`config.mk`:
```
export PLATFORM = sky130hd
export DESIGN_NAME = serial_port_clock_generator
export DESIGN_NICKNAME = d
export VERILOG_FILES = /design/src/rtl/baud_clk_pkg.sv /design/src/rtl/serial_port_clock_generator.sv /design/src/rtl/edge_sync.sv
export SDC_FILE = /design/constraint.sdc
export NUM_CORES = 1
export LEC_CHECK = 0
export ABC_AREA = 1
export BUFFER_PORTS_ARGS = -buffer_cell sky130_fd_sc_hd__buf_2
export CAP_MARGIN = 0
export CORE_MARGIN = 2
export CORE_UTILIZATION = 53
export DETAILED_ROUTE_END_ITERATION = 8
export PLACE_DENSITY = 0.8
export SETUP_SLACK_MARGIN = 0.1
export SLEW_MARGIN = 25
export SYNTH_ARGS = -nofsm -noshare
export SYNTH_HDL_FRONTEND = slang
export SYNTH_HIERARCHICAL = 1
export SYNTH_SLANG_ARGS = --single-unit
```
`constraint.sdc`:
```
create_clock -name pclk -period 2.4 [get_ports pclk]
set_clock_uncertainty 0.2 [all_clocks]
set_input_delay 0.48 -clock pclk [delete_from_list [all_inputs] [get_ports pclk]]
set_output_delay 0.48 -clock pclk [all_outputs]
set_load 0.05 [all_outputs]
```
`src/rtl/baud_clk_pkg.sv`:
```
// constants shared by the serial port clock generator
// ---------------------------------------------------------------
// ---------------------------------------------------------------
package baud_clk_pkg;
   // register byte addresses
   localparam logic [11:0] addr_divisor_low = 12'h000;
   localparam logic [11:0] addr_divisor_high = 12'h004;
   localparam logic [11:0] addr_control = 12'h008;
   localparam logic [11:0] addr_status = 12'h00c;
   // control field positions
   localparam int ctl_sync_mode = 0;
   localparam int ctl_double_speed = 1;
   localparam int ctl_polarity = 2;
   localparam int ctl_clk_dir = 3;
   localparam int ctl_power_reduce = 4;
   localparam logic [4:0] ctl_reset = 5'h10;
   // divider ratios
   localparam logic [3:0] div_normal_last = 4'hf;
   localparam logic [3:0] div_double_last = 4'h7;
   localparam logic [3:0] div_sync_last = 4'h1;
   localparam logic [3:0] div_half_normal = 4'h8;
   localparam logic [3:0] div_half_double = 4'h4;
   localparam int divisor_width = 12;
   typedef enum logic [1:0] {
      mode_async,
      mode_async_double,
      mode_sync_master,
      mode_sync_slave
   } clk_mode_t;
endpackage

```
`src/rtl/serial_port_clock_generator.sv`:
```
// clock generation unit of the serial port with apb register access
`timescale 1ns/10ps
module serial_port_clock_generator (
   input wire logic pclk,
   input wire logic presetn,
   input wire logic psel,
   input wire logic penable,
   input wire logic pwrite,
   input wire logic [11:0] paddr,
   input wire logic [31:0] pwdata,
   output logic [31:0] prdata,
   output logic pready,
   output logic pslverr,
   input wire logic xck_in,
   output logic xck_out,
   output logic xck_oe,
   output logic tx_clk_en,
   output logic rx_clk_en,
   output logic rx_recovery_active,
   output logic sync_sample_en,
   output logic sync_change_en
);
   logic [7:0] baud_divisor_low;
   logic [3:0] baud_divisor_high;
   logic [4:0] control;
   logic [11:0] count;
   logic [3:0] tx_div;
   logic [3:0] rx_state;
   logic xck_q;
   logic tx_q;
   logic rx_q;
   logic samp_q;
   logic chg_q;
   logic [7:0] next_low;
   logic [3:0] next_high;
   logic [4:0] next_control;
   logic [11:0] next_count;
   logic [3:0] next_tx_div;
   logic [3:0] next_rx_state;
   logic next_xck;
   logic next_tx;
   logic next_rx;
   logic next_samp;
   logic next_chg;
   logic [31:0] next_prdata;
   logic [31:0] rdata_q;
   logic wr;
   logic rd;
   logic mapped;
   logic baud_tick;
   logic low_write;
   logic powered;
   logic [3:0] tx_last;
   logic [3:0] rx_last;
   logic change_edge;
   logic sample_edge;
   logic x_level;
   logic x_rise;
   logic x_fall;
   baud_clk_pkg::clk_mode_t mode;

   // ---------------------------------------------------------------
   // apb slave, zero wait state
   // ---------------------------------------------------------------
   assign pready = 1'b1;
   assign wr = psel & penable & pwrite;
   assign rd = psel & ~pwrite;
   assign mapped = (paddr == baud_clk_pkg::addr_divisor_low) |
                   (paddr == baud_clk_pkg::addr_divisor_high) |
                   (paddr == baud_clk_pkg::addr_control) |
                   (paddr == baud_clk_pkg::addr_status);
   assign pslverr = psel & penable & ~mapped;
   assign low_write = wr & (paddr == baud_clk_pkg::addr_divisor_low);
   assign prdata = rdata_q;

   // register writes in access phase, read data capture in setup phase
   always_comb begin
      next_low = baud_divisor_low;
      next_high = baud_divisor_high;
      next_control = control;
      next_prdata = rdata_q;
      if (wr && paddr == baud_clk_pkg::addr_divisor_low) begin
         next_low = pwdata[7:0];
      end
      if (wr && paddr == baud_clk_pkg::addr_divisor_high) begin
         next_high = pwdata[3:0];
      end
      if (wr && paddr == baud_clk_pkg::addr_control) begin
         next_control = pwdata[4:0];
      end
      if (rd && !penable) begin
         case (paddr)
            baud_clk_pkg::addr_divisor_low: next_prdata = {24'h000000, baud_divisor_low};
            baud_clk_pkg::addr_divisor_high: next_prdata = {28'h0000000, baud_divisor_high};
            baud_clk_pkg::addr_control: next_prdata = {27'h0000000, control};
            baud_clk_pkg::addr_status: next_prdata = {24'h000000, rx_state, x_level,
               xck_q, mode};
            default: next_prdata = 32'h00000000;
         endcase
      end
   end

   always_ff @(posedge pclk or negedge presetn) begin
      if (!presetn) begin
         baud_divisor_low <= 8'h00;
         baud_divisor_high <= 4'h0;
         control <= baud_clk_pkg::ctl_reset;
         rdata_q <= 32'h00000000;
      end else begin
         baud_divisor_low <= next_low;
         baud_divisor_high <= next_high;
         control <= next_control;
         rdata_q <= next_prdata;
      end
   end

   // ---------------------------------------------------------------
   // mode decode
   // ---------------------------------------------------------------
   assign powered = ~control[baud_clk_pkg::ctl_power_reduce];
   always_comb begin
      if (!control[baud_clk_pkg::ctl_sync_mode]) begin
         // double speed honoured only here
         mode = control[baud_clk_pkg::ctl_double_speed] ?
            baud_clk_pkg::mode_async_double : baud_clk_pkg::mode_async;
      end else if (control[baud_clk_pkg::ctl_clk_dir]) begin
         mode = baud_clk_pkg::mode_sync_master;
      end else begin
         mode = baud_clk_pkg::mode_sync_slave;
      end
   end

   always_comb begin
      case (mode)
         baud_clk_pkg::mode_async: tx_last = baud_clk_pkg::div_normal_last;
         baud_clk_pkg::mode_async_double: tx_last = baud_clk_pkg::div_double_last;
         baud_clk_pkg::mode_sync_master: tx_last = baud_clk_pkg::div_sync_last;
         default: tx_last = baud_clk_pkg::div_sync_last;
      endcase
   end
   assign rx_last = tx_last;   // 16, 8 or 2 states

   // ---------------------------------------------------------------
   // baud generator down-counter
   // ---------------------------------------------------------------
   assign baud_tick = powered & (count == 12'h000);
   always_comb begin
      next_count = count;
      if (!powered) begin
         next_count = {baud_divisor_high, baud_divisor_low};
      end else if (low_write) begin
         next_count = {baud_divisor_high, pwdata[7:0]};
      end else if (count == 12'h000) begin
         next_count = {baud_divisor_high, baud_divisor_low};
      end else begin
         next_count = count - 12'h001;
      end
   end

   always_ff @(posedge pclk or negedge presetn) begin
      if (!presetn) begin
         count <= 12'h000;
      end else begin
         count <= next_count;
      end
   end

   // ---------------------------------------------------------------
   // external clock path
   // ---------------------------------------------------------------
   edge_sync u_sync (
      .pclk(pclk),
      .presetn(presetn),
      .din(xck_in),
      .level(x_level),
      .rise(x_rise),
      .fall(x_fall)
   );

   // ---------------------------------------------------------------
   // dividers and enables
   // ---------------------------------------------------------------
   always_comb begin
      next_tx_div = tx_div;
      next_rx_state = rx_state;
      next_xck = xck_q;
      next_tx = 1'b0;
      next_rx = 1'b0;
      // internal source only outside slave mode
      if (baud_tick && mode != baud_clk_pkg::mode_sync_slave) begin
         next_tx_div = (tx_div >= tx_last) ? 4'h0 : tx_div + 4'h1;
         next_tx = (tx_div >= tx_last);
         next_rx_state = (rx_state >= rx_last) ? 4'h0 : rx_state + 4'h1;
         next_rx = 1'b1;   // rx base clock is baud tick
         if (mode == baud_clk_pkg::mode_sync_master) begin
            next_xck = ~xck_q;   // master clock toggles every tick
            next_rx = 1'b0;
         end
      end
      if (!control[baud_clk_pkg::ctl_sync_mode]) begin
         next_xck = 1'b0;
      end
   end

   always_ff @(posedge pclk or negedge presetn) begin
      if (!presetn) begin
         tx_div <= 4'h0;
         rx_state <= 4'h0;
         xck_q <= 1'b0;
         tx_q <= 1'b0;
         rx_q <= 1'b0;
      end else begin
         tx_div <= next_tx_div;
         rx_state <= next_rx_state;
         xck_q <= next_xck;
         tx_q <= next_tx;
         rx_q <= next_rx;
      end
   end

   // ---------------------------------------------------------------
   // synchronous edge selection by polarity
   // ---------------------------------------------------------------
   always_comb begin
      change_edge = 1'b0;
      sample_edge = 1'b0;
      if (mode == baud_clk_pkg::mode_sync_master) begin
         change_edge = baud_tick & (xck_q == control[baud_clk_pkg::ctl_polarity]);
         sample_edge = baud_tick & (xck_q != control[baud_clk_pkg::ctl_polarity]);
      end else if (mode == baud_clk_pkg::mode_sync_slave) begin
         change_edge = control[baud_clk_pkg::ctl_polarity] ? x_fall : x_rise;
         sample_edge = control[baud_clk_pkg::ctl_polarity] ? x_rise : x_fall;
      end
      next_samp = sample_edge & powered;
      next_chg = change_edge & powered;
   end

   always_ff @(posedge pclk or negedge presetn) begin
      if (!presetn) begin
         samp_q <= 1'b0;
         chg_q <= 1'b0;
      end else begin
         samp_q <= next_samp;
         chg_q <= next_chg;
      end
   end

   // outputs; pin driven only in sync master
   assign xck_out = xck_q;
   assign xck_oe = control[baud_clk_pkg::ctl_sync_mode] & control[baud_clk_pkg::ctl_clk_dir];
   assign tx_clk_en = tx_q | ((mode == baud_clk_pkg::mode_sync_slave) & chg_q);
   assign rx_clk_en = rx_q;
   assign rx_recovery_active = ~control[baud_clk_pkg::ctl_sync_mode];
   assign sync_sample_en = samp_q;
   assign sync_change_en = chg_q;

   // ---------------------------------------------------------------
   // checks
   // ---------------------------------------------------------------
   a_reload_on_zero: assert property (@(posedge pclk) disable iff (!presetn)
      (powered && count == 12'h000 && !low_write && $stable(control))
      |=> count == $past({baud_divisor_high, baud_divisor_low}))
      else $error("counter did not reload at zero");
   a_low_write_reload: assert property (@(posedge pclk) disable iff (!presetn)
      (low_write && powered) |=> count[7:0] == $past(pwdata[7:0]))
      else $error("low byte write did not reload");
   a_tick_at_zero: assert property (@(posedge pclk) disable iff (!presetn)
      (baud_tick && !low_write && {baud_divisor_high, baud_divisor_low} != 12'h000) |=> !baud_tick)
      else $error("tick repeated with nonzero divisor");
   a_pin_only_sync: assert property (@(posedge pclk) disable iff (!presetn)
      !control[baud_clk_pkg::ctl_sync_mode] |-> !xck_oe)
      else $error("pin driven in async mode");
   a_recovery_async: assert property (@(posedge pclk) disable iff (!presetn)
      (control[baud_clk_pkg::ctl_sync_mode] && $past(control[baud_clk_pkg::ctl_sync_mode]))
      |-> !rx_recovery_active && !rx_clk_en)
      else $error("recovery active in sync mode");
   a_slave_no_tick: assert property (@(posedge pclk) disable iff (!presetn)
      (mode == baud_clk_pkg::mode_sync_slave && $past(mode == baud_clk_pkg::mode_sync_slave))
      |-> !tx_q)
      else $error("internal clock used in slave mode");
   a_slave_latency: assert property (@(posedge pclk) disable iff (!presetn)
      (x_rise && mode == baud_clk_pkg::mode_sync_slave && powered
       && !control[baud_clk_pkg::ctl_polarity] && $stable(control))
      |-> $past(xck_in, 2) && !$past(xck_in, 3))
      else $error("slave edge latency wrong");
   a_edges_apart: assert property (@(posedge pclk) disable iff (!presetn)
      !(samp_q && chg_q))
      else $error("sample and change on same edge");
   a_enable_pulse: assert property (@(posedge pclk) disable iff (!presetn)
      (tx_q && mode != baud_clk_pkg::mode_sync_slave && powered) |=> !tx_q)
      else $error("transmit enable not single cycle");
   a_master_toggle: assert property (@(posedge pclk) disable iff (!presetn)
      (baud_tick && mode == baud_clk_pkg::mode_sync_master) |=> xck_out != $past(xck_out))
      else $error("master clock did not toggle on tick");
   a_async_rx_follow: assert property (@(posedge pclk) disable iff (!presetn)
      (baud_tick && !control[baud_clk_pkg::ctl_sync_mode]) |=> rx_clk_en)
      else $error("receiver base clock missed a tick");
   a_tx_on_tick: assert property (@(posedge pclk) disable iff (!presetn)
      tx_q |-> $past(baud_tick))
      else $error("transmit enable without baud tick");
   a_slave_tx_change: assert property (@(posedge pclk) disable iff (!presetn)
      (mode == baud_clk_pkg::mode_sync_slave && $past(mode == baud_clk_pkg::mode_sync_slave))
      |-> tx_clk_en == chg_q)
      else $error("slave transmit enable not on change edge");
   a_oe_master: assert property (@(posedge pclk) disable iff (!presetn)
      xck_oe |-> mode == baud_clk_pkg::mode_sync_master)
      else $error("pin driven outside master mode");
endmodule

```
`src/rtl/edge_sync.sv`:
```
// synchroniser and edge detector for the external transfer clock
`timescale 1ns/10ps
module edge_sync (
   input wire logic pclk,
   input wire logic presetn,
   input wire logic din,
   output logic level,
   output logic rise,
   output logic fall
);
   logic meta;
   logic stage;
   logic last;
   logic next_meta;
   logic next_stage;
   logic next_last;

   // ---------------------------------------------------------------
   // two stage sampling then edge compare
   // ---------------------------------------------------------------
   always_comb begin
      next_meta = din;
      next_stage = meta;   // only reader of meta
      next_last = stage;
   end

   always_ff @(posedge pclk or negedge presetn) begin
      if (!presetn) begin
         meta <= 1'b0;
         stage <= 1'b0;
         last <= 1'b0;
      end else begin
         meta <= next_meta;
         stage <= next_stage;
         last <= next_last;
      end
   end

   // edge pulses one cycle wide
   assign level = stage;
   assign rise = stage & ~last;
   assign fall = ~stage & last;
endmodule

```
Yosys cells after proc, flatten, opt, wreduce, memory -nomap -nowiden

Index checks and enable logic that the tools add are counted.

Bits of input ports: 50
Output and inout bits: 41
Word-level logic and storage cells: 88
Register bits: 77

$lt $le $gt $ge: 2
Multiplexer cells: 22
Reductions and logical operators: 10
Bitwise logic cells: 25
Equal/unequal tests: 11
Add/sub/neg operators: 3

Operators with widths:

| operator                | number |
|---|---|
| $mux W12                | 3 |
| $pmux W8 S4             | 1 |
| $eq A12 B4 Y1 const B   | 2 |
| $logic_not A12 Y1       | 2 |
| $and A1 B1 Y1           | 14 |
| $mux W1                 | 14 |
| $eq A12 B3 Y1 const B   | 1 |
| $sub A12 B1 Y12 const B | 1 |
| $add A4 B1 Y4 const B   | 2 |
| $ge A4 B4 Y1            | 2 |
| $mux W4                 | 2 |
| $pmux W4 S2             | 1 |
| $not A1 Y1              | 7 |
| $logic_and A1 B1 Y1     | 5 |
| $eq A2 B2 Y1 const B    | 2 |
| $ne A2 B1 Y1 const B    | 2 |
| $or A1 B1 Y1            | 4 |
| $eq A2 B1 Y1 const B    | 1 |
| $logic_not A2 Y1        | 1 |
| $mux W2                 | 1 |
| $ne A2 B2 Y1 const B    | 1 |
| $reduce_and A2 Y1       | 1 |
| $eq A1 B1 Y1            | 1 |
| $logic_not A1 Y1        | 1 |
| $ne A1 B1 Y1            | 1 |

Depth between registers and ports, before layout

Depth after elaboration: 6
Mapped depth: 9
Mapped depth without buffers: 9

Modules after synthesis

The synthesis kept the hierarchy.

Modules (own cells, without submodules):

| module                      | cells each | seq. area each (um^2) | times used | area each (um^2) |
|---|---|---|---|---|
| serial_port_clock_generator | 447        | 1,252.5               | 1          | 3,283.1 |
| edge_sync                   | 7          | 75.1                  | 1          | 90.1 |

Worst setup path after synthesis

No wires, ideal clock.

Kind: input to output
From: input paddr[7]
To: output pslverr
Path buffers: 2
Required time: 1,720 ps
Stages: 8
Arrival time: 1,755 ps
Slack: -35 ps
Cell sequence: nor2_1 > nand2_1 > nor2_2 > buf_4 > buf_4 > o21ai_0 > nand3_1 > nor2_1

Word-level cells in the longest chain between the ends: 6
Elaborated cells on any way between the ends: 9
Those cells by class: eq/ne (3); bitwise (5); reduce/logical (1)

RTL lines:

| element                                            | line                                                                 | text |
|---|---|---|
| start: declaration                                 | serial_port_clock_generator.sv:9                                     | `input wire logic [11:0] paddr,` |
| $eq A12 B3 Y1 or $logic_not A12 Y1 (tied branches) | serial_port_clock_generator.sv:69, serial_port_clock_generator.sv:68 |  |
| $or A1 B1 Y1                                       | serial_port_clock_generator.sv:68                                    | `assign mapped = (paddr == baud_clk_pkg::addr_divisor_low) \|` |
| $or A1 B1 Y1                                       | serial_port_clock_generator.sv:69                                    | `(paddr == baud_clk_pkg::addr_divisor_high) \|` |
| $or A1 B1 Y1 (*)                                   | serial_port_clock_generator.sv:70                                    | `(paddr == baud_clk_pkg::addr_control) \|` |
| $not A1 Y1 (*)                                     | serial_port_clock_generator.sv:72                                    | `assign pslverr = psel & penable & ~mapped;` |
| $and A1 B1 Y1 (*)                                  | serial_port_clock_generator.sv:72                                    |  |
| end: declaration                                   | serial_port_clock_generator.sv:13                                    | `output logic pslverr,` |

Every way passes the cells marked *; elsewhere a longest branch is shown, timed or not.

Worst setup path after layout

From: register control[0]
To: output tx_clk_en

Word-level cells in the longest chain between the ends: 4

RTL lines:

| element                  | line                               | text |
|---|---|---|
| start: declaration       | serial_port_clock_generator.sv:25  | `logic [4:0] control;` |
| start signal: assignment | serial_port_clock_generator.sv:107 | `control <= baud_clk_pkg::ctl_reset;` |
| start signal: assignment | serial_port_clock_generator.sv:112 | `control <= next_control;` |
| $mux W2                  | serial_port_clock_generator.sv:122 | `if (!control[baud_clk_pkg::ctl_sync_mode]) begin` |
| $eq A2 B2 Y1             | serial_port_clock_generator.sv:251 | `assign tx_clk_en = tx_q \| ((mode == baud_clk_pkg::mode_sync_slave) & chg_q);` |
| $and A1 B1 Y1            | serial_port_clock_generator.sv:251 |  |
| $or A1 B1 Y1             | serial_port_clock_generator.sv:251 |  |
| end: declaration         | serial_port_clock_generator.sv:17  | `output logic tx_clk_en,` |

No other way between the ends.

==> out/qor.txt <==
Sink Count = 53
Cells traversed along the worst timing path = nor2_1, inv_1, nand2_2, nor2_4, a21o_1, clkbuf_4
Syn_area_per_cell = 7.43 µm²
Routed vias/inst = 5.05
Most frequent cell after synthesis = nand2_1
Drt drc = 0
Global-route wire length before repair = 12.0 mm
CTS tree = done
Core footprint = 6240 µm²
PwrDens = 576 nW/µm²
Rel. slew slack = 55.8%
DP Cell Count = 568
Setup Crit Path Kind = register to output port
Setup crit end kind = output port
Worst-case clock buffer depth = 2
Synth area leader = dfrtp_1
Max cap viols = 0
Syn-to-layout area delta = 8.64%
First-pass DRT Iterations = 5
Number of synthesized flops with an enable pin = 0
CTS Root Cell = clkbuf_8
Die width = 83.8 µm
Row Count = 29
Netlist Area Pre-Place = 3370 µm²
WP buf/inv = 2
WL final = 7.07 mm
Lkg Pwr = 2.05 nW
Tot Pwr = 0.00211 W
Fin cells = 577
Hold Buf Count CTS = 0
Largest cells by area after synthesis = dfrtp_1 39%, nand2_1 12%, nand3_1 7.4%
Largest net degree at the start of global routing = 54
RePlAce Congestion = 0.903
Yosys cell types = 35
Sequential share of the synthesized area = 39.4%
Ys async rst share = 100%
Clock insertion delay at the later pin of the skew report = 310 ps
Mapped Cells = 454
Height of the die = 83.8 µm
Final Hold Viols = 0
Die Area = 7020 µm²
Initial DRC count = 158
Crit-path slowest cell = dfrtp_2
Count of pins over their slew limit = 0
Number of global-route vias before repair = 2,585
Antenna Cells = 0
CTS Buf Count = 5
Post-DR wirelength/cell = 12.3 µm
Yosys top cell area share = 38.6%
Primary FF master, synth = dfrtp_1
Max Fclk = 453 MHz
Startpoint Class = register
CTS clk-pin slew, worst paths = 100 ps
Crit path largest cell delay = 450 ps
RSZ-0062 raised after global routing = no
Status = finished, final reports clean
Initial antenna violation count = 0
Fraction of layout cells with a size suffix above 1 = 15.8%
Tmin final = 2210 ps
Final setup viols = 0
Setup TNS = 0 ps
Port bufs = 41
Worst Path Required = 1720 ps
Post-DRT Antenna Nets = 0
Post-synth top cells = 112 x nand2_1, 53 x inv_1, 52 x dfrtp_1
HP Class = input pin to register
Total track usage = 20.8%
# H-tree levels = 2
Detailed Place HPWL = 5.42 mm
Synthesis-stage register bit count = 53
Worst Max-Slew Pin Slew = 663 ps
Nets = 559
Worst Path Arrival = 1530 ps
Maximum VDD drop = 344 µV
Final Cycle Share = 92.1%
Max FO, Critical Path = 4
Total congestion overflow = 0
Io pins = 91
Starting density of the core = 54.0%
Total number of vias = 2,912
Synth warnings = 6
Family with the most delay on the worst path = flip-flops
state kept, by name, summed over array words and instances, names as in the netlist:
register / flops
sync_sample_en: 1
rx_state: 4
tx_div: 4
xck_out: 1
u_sync/meta: 1
baud_divisor_high: 4
sync_change_en: 1
rx_clk_en: 1
baud_divisor_low: 8
tx_q: 1
u_sync/last: 1
prdata: 8
control: 5
u_sync/level: 1
count: 12
area by class of cell:
type | instances | area, µm²
well taps | 77 | 96.3
inverters | 55 | 206
clock inverters | 2 | 13.8
clock buffers | 6 | 82.6
flip-flops and latches | 53 | 1330
fillers | 568 | 2580
multi-input cells | 337 | 1680
repair buffers | 47 | 253
path summary, 6_finish.rpt:
check                             from           end  slack (ps)  depth (start not counted)
max                         control[0]     tx_clk_en         190                          6
min                             xck_in   u_sync/meta          60                          1
max reg2reg                   count[0]     count[11]         390                          9
min reg2reg                u_sync/meta  u_sync/level         160                          0
max in group asynchronous      presetn    control[0]        1460                          2
min in group asynchronous      presetn  u_sync/level          80                          2
per-layer routing:
layer	vias up	wire [µm]	GRT usage [%]
met1	1321	3320	30.4
met2	104	3160	31.6
met3	9	470	3.66
met5	-	0	0
li1	1478	-	-
met4	0	115	6.60
cells in the final DEF, fill, tap and decap left out, types with 6 or more instances in the layout:
cell and n:
inv_1 53, conb_1 25, ha_1 10, o21bai_1 7
a21oi_1 8, clkbuf_8 6, dfrtp_1 51, o21ai_0 34
nand3_1 50, buf_2 40, nor2_1 46, buf_4 6
nor2_2 7, nand2_1 112
where the power goes:
part	total, W	internal, W	switching [W]
combinational	0.000533	0.000161	0.000372
sequential	0.00104	0.000961	0.0000745
clock	0.000544	0.000235	0.000310
logic make-up after synthesis:
group	Yosys count	synth area share (%)
fa+ha+maj	10	3.71
buf+inv	87	13.4
simple gates	238	32.1
xor+xnor	7	1.82
flops	53	39.4
other cells	2	0.223
compound gates	57	9.42
through the flow:
| stage | utilization, % | hold slack [ps] | worst slack [ps] | area [µm²] |
|---|---|---|---|---|
| finish | 58.7 | 61.1 | 191 | 3660 |
| global route | 58.7 | 57.4 | 115 | 3660 |
| CTS | 58.6 | 59.2 | 134 | 3650 |
| detailed placement | 57.0 | 137 | 164 | 3560 |
| global placement | 57.0 | 136 | 222 | 3560 |
| floorplan | - | -15.6 | 177 | 3460 |
timing repair:
| action | in CTS | in global routing |
|---|---|---|
| gates resized for setup | 1 | 1 |
| endpoints found under the setup margin | 1 | 1 |
| setup buffers | 0 | 1 |
| gates cloned | 0 | 0 |
No activity file was read; power rests on OpenSTA's default activity.
